## config.mk

```make
export PLATFORM = sky130hd
export DESIGN_NAME = srs_slave
export DESIGN_NICKNAME = d
export VERILOG_FILES = /design/src/srs_pkg.sv /design/src/srs_mem_if.sv /design/src/srs_reg_mem.sv /design/src/srs_slave.sv
export SDC_FILE = /design/constraint.sdc
export NUM_CORES = 1
export LEC_CHECK = 0
export ABC_AREA = 1
export BUFFER_PORTS_ARGS = -buffer_cell sky130_fd_sc_hd__buf_2
export CAP_MARGIN = 20
export CORE_UTILIZATION = 45
export CTS_CLUSTER_DIAMETER = 40
export DETAILED_ROUTE_END_ITERATION = 8
export GPL_TIMING_DRIVEN = 0
export MAX_ROUTING_LAYER = met4
export SYNTH_ARGS = -nofsm -noshare
export SYNTH_HDL_FRONTEND = slang
export SYNTH_SLANG_ARGS = --single-unit
```

## constraint.sdc

```tcl
create_clock -name clk -period 16.1 [get_ports clk]
set_clock_uncertainty 0.1 [all_clocks]
set_input_delay 0.805 -clock clk [delete_from_list [all_inputs] [get_ports clk]]
set_output_delay 0.805 -clock clk [all_outputs]
set_load 0.02 [all_outputs]
```

## src/srs_pkg.sv

```systemverilog
// constants, types and helpers for the two-wire register slave
// ---------------------------------------------------------------
// Function
// sensor is a bus slave only; it never starts a transfer
// serial clock is an input only; never pulled low, no stretching
// data line is only pulled low or released, phase decides who drives
// bus is idle while clock and data are both high
// only the master makes start and stop conditions
// transfers: start, address byte, ack or nack bits, bytes, stop
// master can read and write the internal register space
// read-only revision register gives silicon and memory revisions
// reset input restores every register to its default at once
// writing the reset control register also resets the registers
// address-select input chooses which slave address is answered
// start is data falling, stop is data rising, with clock high
// default address 0x20/0x21, alternate 0x30/0x31 when selected
// write: 16-bit register address high then low, each byte acked
// register pointer advances after each byte; nack ends a read
// clock and data inputs are synchronised and deglitched first
// on mismatch or stop the data line is released, wait for start
// ---------------------------------------------------------------
package srs_pkg;
    // ---------------------------------------------------------------
    // slave addresses and register map
    // ---------------------------------------------------------------
    localparam logic [6:0] ADDR_DEFAULT = 7'h10;
    localparam logic [6:0] ADDR_ALT = 7'h18;
    localparam logic [15:0] REV_HI_ADDR = 16'h0000;
    localparam logic [15:0] REV_LO_ADDR = 16'h0001;
    localparam logic [15:0] RST_CTRL_ADDR = 16'h0010;
    localparam int RST_CTRL_BIT = 0;
    localparam logic [15:0] REG_BASE = 16'h3000;
    localparam int REG_DEPTH = 64;
    localparam int REG_AW = 6;
    localparam logic [7:0] REG_RESET = 8'h00;
    // ---------------------------------------------------------------
    // input filter and byte framing
    // ---------------------------------------------------------------
    localparam logic [1:0] FILT_CNT = 2'h2;
    localparam logic [3:0] BYTE_BITS = 4'h8;

    typedef enum logic [2:0] {
        st_idle, st_rx, st_ack, st_tx, st_mack
    } srs_state_type;

    typedef enum logic [1:0] {
        ph_dev, ph_hi, ph_lo, ph_data
    } srs_phase_type;

    // pointer lands inside the writable register bank
    function automatic logic in_bank(input logic [15:0] ptr);
        in_bank = (ptr[15:REG_AW] == REG_BASE[15:REG_AW]);
    endfunction

    // glitch filter step: returns {filtered level, count}
    function automatic logic [2:0] filt_step(input logic raw,
                                             input logic lvl,
                                             input logic [1:0] cnt);
        if (raw == lvl) begin
            filt_step = {lvl, 2'h0};
        end else if (cnt == FILT_CNT) begin
            filt_step = {raw, 2'h0};
        end else begin
            filt_step = {lvl, cnt + 2'h1};
        end
    endfunction
endpackage

```

## src/srs_mem_if.sv

```systemverilog
// write and read port between the slave and its register bank
interface srs_mem_if;
    logic we;
    logic clr;
    logic [5:0] waddr;
    logic [7:0] wdata;
    logic [5:0] raddr;
    logic [7:0] rdata;

    modport ctrl (output we, output clr, output waddr, output wdata,
                  output raddr, input rdata);
    modport mem (input we, input clr, input waddr, input wdata,
                 input raddr, output rdata);
endinterface

```

## src/srs_reg_mem.sv

```systemverilog
// register bank of the serial slave, registered read data
module srs_reg_mem (
    input wire logic clk,
    input wire logic reset,
    srs_mem_if.mem port
);
    typedef struct packed {
        logic [srs_pkg::REG_DEPTH-1:0][7:0] regs;
        logic [7:0] rdata;
    } srs_mem_state_type;

    srs_mem_state_type r;
    srs_mem_state_type next_r;

    always_comb begin
        next_r = r;
        // ---------------------------------------------------------------
        // soft reset clears the bank, clear wins over a write
        // ---------------------------------------------------------------
        // R10 register reset
        if (port.clr) begin
            next_r.regs = {srs_pkg::REG_DEPTH{srs_pkg::REG_RESET}};
        end else if (port.we) begin
            next_r.regs[port.waddr] = port.wdata;
        end
        next_r.rdata = r.regs[port.raddr];
    end

    // async defaults
    always_ff @(posedge clk or posedge reset) begin
        if (reset) begin
            r <= '0;
        end else begin
            r <= next_r;
        end
    end

    assign port.rdata = r.rdata;
endmodule

```

## src/srs_slave.sv

```systemverilog
// two-wire register slave of the sensor, top level
module srs_slave #(
    // arbitrary neutral revision values
    parameter logic [7:0] SILICON_REV = 8'h01,
    parameter logic [7:0] ONE_TIME_PROGRAM_MEMORY_REV = 8'h01
) (
    input wire logic clk,
    input wire logic reset,
    input wire logic scl_in,
    input wire logic sda_in,
    output logic sda_out,
    output logic sda_oe_n,
    input wire logic bus_address_select_in,
    input wire logic addr_select_enable,
    output logic bus_idle
);
    typedef struct packed {
        logic [1:0] scl_sync;
        logic [1:0] sda_sync;
        logic [1:0] sel_sync;
        logic [1:0] en_sync;
        logic scl_f;
        logic sda_f;
        logic [1:0] scl_cnt;
        logic [1:0] sda_cnt;
        srs_pkg::srs_state_type st;
        srs_pkg::srs_phase_type phase;
        logic [3:0] bitcnt;
        logic [7:0] shreg;
        logic rw;
        logic [15:0] ptr;
        logic sda_oe_n;
        logic sda_out;
        logic bus_idle;
        logic mem_we;
        logic mem_clr;
        logic [5:0] waddr;
        logic [7:0] wdata;
    } srs_top_state_type;

    srs_top_state_type r;
    srs_top_state_type next_r;
    srs_mem_if mif();

    logic rise;
    logic fall;
    logic start;
    logic stop;
    logic match;
    logic [6:0] own_addr;
    logic [7:0] rd_byte;

    srs_reg_mem u_mem (
        .clk(clk),
        .reset(reset),
        .port(mif.mem)
    );

    assign mif.we = r.mem_we;
    assign mif.clr = r.mem_clr;
    assign mif.waddr = r.waddr;
    assign mif.wdata = r.wdata;
    assign mif.raddr = r.ptr[5:0];

    always_comb begin
        next_r = r;
        // ---------------------------------------------------------------
        // input synchronisers and glitch filters
        // ---------------------------------------------------------------
        next_r.scl_sync = {r.scl_sync[0], scl_in};
        next_r.sda_sync = {r.sda_sync[0], sda_in};
        next_r.sel_sync = {r.sel_sync[0], bus_address_select_in};
        next_r.en_sync = {r.en_sync[0], addr_select_enable};
        // filter before edges
        {next_r.scl_f, next_r.scl_cnt} =
            srs_pkg::filt_step(r.scl_sync[1], r.scl_f, r.scl_cnt);
        {next_r.sda_f, next_r.sda_cnt} =
            srs_pkg::filt_step(r.sda_sync[1], r.sda_f, r.sda_cnt);
        rise = !r.scl_f && next_r.scl_f;
        fall = r.scl_f && !next_r.scl_f;
        // start and stop
        start = r.scl_f && next_r.scl_f && r.sda_f && !next_r.sda_f;
        stop = r.scl_f && next_r.scl_f && !r.sda_f && next_r.sda_f;
        // idle flag
        next_r.bus_idle = next_r.scl_f && next_r.sda_f;
        // address select
        own_addr = (r.en_sync[1] && r.sel_sync[1]) ?
            srs_pkg::ADDR_ALT : srs_pkg::ADDR_DEFAULT;
        // address compare
        match = (r.shreg[7:1] == own_addr);
        // revision register
        if (r.ptr == srs_pkg::REV_HI_ADDR) begin
            rd_byte = SILICON_REV;
        end else if (r.ptr == srs_pkg::REV_LO_ADDR) begin
            rd_byte = ONE_TIME_PROGRAM_MEMORY_REV;
        end else if (srs_pkg::in_bank(r.ptr)) begin
            rd_byte = mif.rdata;
        end else begin
            rd_byte = 8'h00;
        end
        // only ever pull low
        next_r.sda_out = 1'b0;
        next_r.mem_we = 1'b0;
        next_r.mem_clr = 1'b0;
        // ---------------------------------------------------------------
        // protocol engine; acts on master clock edges and on start and stop conditions
        // ---------------------------------------------------------------
        // start, bytes, acks, stop
        // slave only
        if (start) begin
            next_r.st = srs_pkg::st_rx;
            next_r.phase = srs_pkg::ph_dev;
            next_r.bitcnt = 4'h0;
            next_r.sda_oe_n = 1'b1;
        end else if (stop) begin
            // release on stop
            next_r.st = srs_pkg::st_idle;
            next_r.sda_oe_n = 1'b1;
        end else begin
            unique case (r.st)
                srs_pkg::st_idle: begin
                    next_r.sda_oe_n = 1'b1;
                end
                srs_pkg::st_rx: begin
                    if (rise) begin
                        next_r.shreg = {r.shreg[6:0], next_r.sda_f};
                        next_r.bitcnt = r.bitcnt + 4'h1;
                    end else if (fall && r.bitcnt == srs_pkg::BYTE_BITS) begin
                        // ack each byte
                        next_r.sda_oe_n = 1'b0;
                        next_r.st = srs_pkg::st_ack;
                        unique case (r.phase)
                            srs_pkg::ph_dev: begin
                                next_r.rw = r.shreg[0];
                                next_r.phase = srs_pkg::ph_hi;
                                // mismatch releases
                                if (!match) begin
                                    next_r.sda_oe_n = 1'b1;
                                    next_r.st = srs_pkg::st_idle;
                                end
                            end
                            srs_pkg::ph_hi: begin
                                next_r.ptr[15:8] = r.shreg;
                                next_r.phase = srs_pkg::ph_lo;
                            end
                            srs_pkg::ph_lo: begin
                                next_r.ptr[7:0] = r.shreg;
                                next_r.phase = srs_pkg::ph_data;
                            end
                            srs_pkg::ph_data: begin
                                // R07 register write
                                next_r.mem_we = srs_pkg::in_bank(r.ptr);
                                next_r.waddr = r.ptr[5:0];
                                next_r.wdata = r.shreg;
                                // soft reset
                                next_r.mem_clr =
                                    r.ptr == srs_pkg::RST_CTRL_ADDR &&
                                    r.shreg[srs_pkg::RST_CTRL_BIT];
                                // advance pointer
                                next_r.ptr = r.ptr + 16'h0001;
                            end
                        endcase
                    end
                end
                srs_pkg::st_ack: begin
                    if (fall) begin
                        next_r.bitcnt = 4'h0;
                        next_r.sda_oe_n = 1'b1;
                        next_r.st = srs_pkg::st_rx;
                        if (r.rw) begin
                            next_r.st = srs_pkg::st_tx;
                            next_r.sda_oe_n = rd_byte[7];
                            next_r.shreg = {rd_byte[6:0], 1'b0};
                            next_r.bitcnt = 4'h1;
                        end
                    end
                end
                srs_pkg::st_tx: begin
                    if (fall && r.bitcnt == srs_pkg::BYTE_BITS) begin
                        next_r.sda_oe_n = 1'b1;
                        next_r.st = srs_pkg::st_mack;
                        // advance after read byte
                        next_r.ptr = r.ptr + 16'h0001;
                    end else if (fall) begin
                        next_r.sda_oe_n = r.shreg[7];
                        next_r.shreg = {r.shreg[6:0], 1'b0};
                        next_r.bitcnt = r.bitcnt + 4'h1;
                    end
                end
                srs_pkg::st_mack: begin
                    // nack ends read
                    if (rise && next_r.sda_f) begin
                        next_r.st = srs_pkg::st_idle;
                    end else if (fall) begin
                        next_r.st = srs_pkg::st_tx;
                        next_r.sda_oe_n = rd_byte[7];
                        next_r.shreg = {rd_byte[6:0], 1'b0};
                        next_r.bitcnt = 4'h1;
                    end
                end
                default: begin
                    next_r.st = srs_pkg::st_idle;
                    next_r.sda_oe_n = 1'b1;
                end
            endcase
        end
    end

    // async reset to defaults
    always_ff @(posedge clk or posedge reset) begin
        if (reset) begin
            r <= '0;
            // idle level in the syncs, no false edge after reset
            r.scl_sync <= 2'h3;
            r.sda_sync <= 2'h3;
            r.scl_f <= 1'b1;
            r.sda_f <= 1'b1;
            r.sda_oe_n <= 1'b1;
            r.bus_idle <= 1'b1;
        end else begin
            r <= next_r;
        end
    end

    // clock never driven, no output exists for it
    assign sda_out = r.sda_out;
    assign sda_oe_n = r.sda_oe_n;
    assign bus_idle = r.bus_idle;
endmodule

```

# After elaboration in Yosys (flattened, before gate mapping)
# Cells that the tools add are included.
# word_totals
n_memories	0
mem_bits_rw	0
wordCells	240
romBits	0
latchBits	0
regBits	586
# classes
mux	63
bitwise	3
div_mod_pow	0
n_reduce_logical	36
magnitude_cmp	3
shifts	0
eq_ne	45
addsub	4
mul	0
# op_table
operator	n
512-bit 2-to-1 mux	2
512-bit bitwise mux	1
16-bit 2-to-1 mux	7
12-bit 2-to-1 mux	6
8-bit binary-select mux with 6-bit select	1
8-bit demux with 6-bit select	1
12-bit one-hot mux with 4 select lines	1
8-bit 2-to-1 mux	5
18-bit 2-to-1 mux	2
16-bit one-hot mux with 2 select lines	1
8-bit one-hot mux with 2 select lines	2
31-bit 2-to-1 mux	1
3-bit 2-to-1 mux	10
4-bit != test, second input constant	6
6-bit AND reduction	4
2-bit != test, second input constant	11
3-bit != test, second input constant	7
9-bit 2-to-1 mux	2
16-bit by 1-bit adder with 16-bit output, second input constant	1
16-bit by 1-bit == test with 1-bit output, second input constant	1
16-bit by 5-bit == test with 1-bit output, second input constant	1
16-bit logical NOT	1
3-bit one-hot mux with 5 select lines	1
6-bit by 7-bit less-than comparator with 1-bit output, second input constant	2
33 further kinds	77

# Depth between registers and ports, before layout
# depth
depth_word	11
mapped_depth	15
mapped_depth_nobuf	12

# By module
# A second synthesis with hierarchy kept.
# hier_totals
cells_unflattened	3523
hier_area_um2	28338.4
# modules_own_cells
mod	area_each_um2	instances	cells_per_inst	seq_area_each_um2
srs_reg_mem	24517.3	1	3028	13012.5
srs_slave	3821.2	1	495	1661.6

# Least setup slack after synthesis
# OpenSTA, ideal clock, no wires.
# synth_timing
path_type	reg-to-reg
startpoint	register r (netlist bit mif.raddr[0])
endpoint	register r[38] in the netlist's numbering
t_arrival_ps	1850
period_less_slack_ps	2066
required_ps	15883
n_path_buf	3
path_stages_with_launch	13
slack_ps	14034
setup_ps	117
cell_sequence	dfrtp_1 > buf_2 > inv_1 > clkbuf_1 > clkbuf_1 > ha_1 > inv_1 > nor2_1 > nand3_1 > nand2_1 > o21ai_0 > nand2_1 > nand2_1
# synth_via
elab_chain_cells	6
elab_cells_between_ends	9
cone_classes	eq/ne (1); mux (7); reduce/logical (1)
# synth_lines
element	line	rtl
start: declaration	srs_slave.sv:41	srs_top_state_type r;
start signal: assignment	srs_slave.sv:221	r <= next_r;
16-bit by 1-bit == test with 1-bit output	srs_slave.sv:94	end else if (r.ptr == srs_pkg::REV_LO_ADDR) begin
8-bit 2-to-1 mux	srs_slave.sv:94	
8-bit 2-to-1 mux *	srs_slave.sv:92	if (r.ptr == srs_pkg::REV_HI_ADDR) begin
12-bit 2-to-1 mux / 9-bit 2-to-1 mux (equally long branches)	srs_slave.sv:194, srs_slave.sv:170	
12-bit 2-to-1 mux (on tied branches)	srs_slave.sv:192, srs_slave.sv:166	
12-bit one-hot mux with 4 select lines *	srs_slave.sv:120	unique case (r.st)
# Every way passes the cells marked *; elsewhere a longest branch is shown, timed or not. The select of a mux whose other input is x is not followed.
# A chain may end at the register's enable or synchronous reset.

==> flow_metrics.py <==
metrics = {
    "routing": {
        "drt_iter0_markers": 3009,
        "via_per_inst": 5.83,
        "route.detailed.drc": 0,
        "ant_nets": 0,
        "via_count": 26577,
        "post_drt_wl_per_cell_um": 25.1,
        "drt_pass1_iterations": 6,
        "routed_wl_mm": 114,
    },
    "timing": {
        "setup_viol": 0,
        "grt_setup_unrepaired": "no",
        "max_freq_mhz": 283,
        "fin_crit_sh_pct": 21.9,
        "fin_tns_setup_ns": 0,
        "finalHoldViolCount": 0,
        "max_slew_margin_pct": 15.4,
        "slew_violations": 0,
        "min_period_ns": 3.53,
        "tightest_slew_ns": 1.26,
    },
    "die": {
        "core_um2": 61800,
        "die_y_um": 252,
        "die_area_um2": 63700,
        "rows": 91,
        "start_util_pct": 45.6,
        "die-width_um": 252,
        "io_pins": 9,
    },
    "pwr": {
        "power.density_nw_per_um2": 115,
        "ir_worst_vdd_v": 0.000101,
        "p_total_mw": 3.83,
        "p_leak_nw": 16.0,
    },
    "synthesis": {
        "ys_seq_area_share_pct": 52.0,
        "syn_inst": 3511,
        "synth.distinct_cells": 39,
        "post-synth-top-area-fraction_pct": 51.3,
        "yosys_register_bits": 586,
        "yosys.area.top_type": "dfrtp_1",
        "postSynthAreaPerCell_um2": 8.03,
        "yosys_warnings": 0,
        "synthTopCellsByArea": "dfrtp_1 (51%), nand2_1 (12%), o22ai_1 (9.8%)",
        "synth_area_um2": 28200,
        "syn_nets": 3526,
    },
    "global_routing": {
        "grt-ovfl-total": 0,
        "first_global_vias": 25693,
        "grt_antenna_before_repair": 1,
        "track_usage_pct": 37.3,
        "grt_max_degree": 44,
        "grt_pass1_wl_mm": 168,
    },
    "setup_path": {
        "startpoint": "mif.raddr[0]",
        "r2r_start": "mif.raddr[0]",
        "crit_buf_inv": 4,
        "cpMostUsedCell": "nand2_1",
        "crit_chain": "buf_2, buf_2, clkbuf_1, nand2_1, nand3_1, nand3_1, nand3_1, nand2_1, nand2_1, nand2_1, inv_1, nand2_1",
        "critical_path_class": "reg -> reg",
        "crit_cells": 12,
        "critPathCaptureType": "flop",
        "cp_slowest_cell": "clkbuf_1",
        "r2r-end": "u_mem.port.rdata[7]",
        "rrSetupSlack_ns": 12.57,
        "worstRegToRegCells": 12,
        "path_max_fanout": 10,
        "critPathTopFamily": "buffers and inverters",
        "required_ns": 16.52,
        "crit_path_max_incr_delay_ns": 0.79,
        "endpoint": "u_mem.port.rdata[7]",
        "crit_path_start_kind": "flop",
        "worstPathArrival_ns": 3.95,
    },
    "cells_and_area": {
        "area_growth_pct": 17.8,
        "fin_area_um2": 33200,
        "drive_gt1_share_pct": 8.41,
        "final_nets": 3653,
    },
    "job": {
        "max-cap-violations": 0,
    },
    "clocking": {
        "cts.sinks": 586,
        "cts_setup_buffers": 0,
        "cts_root_buffer": "clkbuf_16",
        "cts_tree": "built",
        "clk_pin_slew_ns": 0.05,
        "cts_hold_buf": 0,
        "cts_made_buffers": 97,
        "htree_levels": 3,
        "cts_buffer_depth": 3,
        "clkLatencyLatePin_ns": 0.66,
        "post_cts_resized": 0,
    },
    "place": {
        "dpl.hpwl_mm": 80.1,
        "placed_cell_area_um2": 29700,
        "port_buffers": 7,
        "globalplace.congestion": 1.05,
    },
    "hold_path": {
        "hold_path_class": "in -> reg",
    },
    "run_status": {
        "outcome": "completed",
    },
}
-- logic make-up after synthesis --
| group | after synthesis | synth area share [%] |
|---|---|---|
| AND/OR/NAND/NOR | 1497 | 23.2 |
| buffers and inverters | 751 | 10.2 |
| AO/OA/AOI/OAI | 659 | 13.9 |
| flip-flops | 586 | 52.0 |
| adder cells (fa/ha/maj) | 9 | 0.399 |
| XOR/XNOR | 8 | 0.248 |
| other | 1 | 0.0133 |
-- per-layer routing --
layer,routed length [µm],track usage [%],part of all wire (%)
met5,0,-,0
met4,6690,19.7,5.8
met3,11600,8.89,10
met2,49200,53.2,43
met1,46900,49.3,41
-- per-stage QoR --
step	setup WS [ns]	util, %	cells	hold WS [ns]
after floorplan	7.21	-	3511	0.231
after global placement	3.45	47.4	4355	0.247
after CTS	12.79	53.6	4557	0.131
final	12.57	53.7	4562	0.149
after detailed placement	12.81	48.0	4374	0.250
after global routing	12.59	53.7	4560	0.124
-- cells in the mapped netlist, drive strengths merged --
library cell and count:
a21o 1, a21oi 44, a22o 1, and2 2
buf 73, clkbuf 128, clkinv 5, conb 1
dfrtp 578, dfstp 8, ha 9, inv 545
nand2 947, nand3 435, nand3b 3, nand4 15
nor2 73, nor3 14, nor3b 1, nor4 7
o211ai 27, o21ai 145, o22ai 440, o31ai 1
xnor2 3, xor2 5
-- worst min path at each step --
stage	startpoint	endpoint	slack, ns	cells past startpoint
after global routing	scl_in	next_r[66]	0.12	1
final	scl_in	next_r[66]	0.15	1
after CTS	scl_in	next_r[66]	0.13	1
after detailed placement	next_r[64]	r[64]	0.25	0
after global placement	next_r[64]	r[64]	0.25	0
after floorplan	next_r[60]	r[60]	0.23	0
-- state kept, by name (all words and copies together) (netlist names), 4 cells and up --
signal            cells
mif.raddr             6
mif.waddr             6
mif.wdata             8
next_r                4
r                    38
u_mem.port.rdata      8
u_mem.r             512
-- report_power, final --
| part | internal (mW) | switching [mW] |
|---|---|---|
| logic | 0.0281 | 0.0675 |
| registers | 1.49 | 0.0101 |
| clock network | 1.45 | 0.778 |
| total | 2.97 | 0.856 |
-- placed cells by master, fill, tap and decap left out, drive strengths merged, types with 2 or more instances in the layout --
master	synthesis	layout
nand2	947	947
dfrtp	578	578
inv	545	551
o22ai	440	440
nand3	435	435
clkbuf	128	250
o21ai	145	145
buf	73	101
nor2	73	73
a21oi	44	44
clkinv	5	28
o211ai	27	27
clkinvlp	0	16
bufinv	0	16
nand4	15	15
nor3	14	14
ha	9	9
dfstp	8	8
nor4	7	7
xor2	5	5
diode	0	3
xnor2	3	3
nand3b	3	3
and2	2	2
-- area by class of cell --
class | instances | area [µm²]
clock inverters | 61 | 811
flip-flops and latches | 586 | 14700
inverters | 550 | 2070
clock buffers | 122 | 2710
diodes | 3 | 7.51
repair buffers | 28 | 432
multi-input cells | 2174 | 10600
plain buffers | 201 | 818
well taps | 837 | 1050
fillers | 5932 | 28600
(Power assumes the default switching activity.)
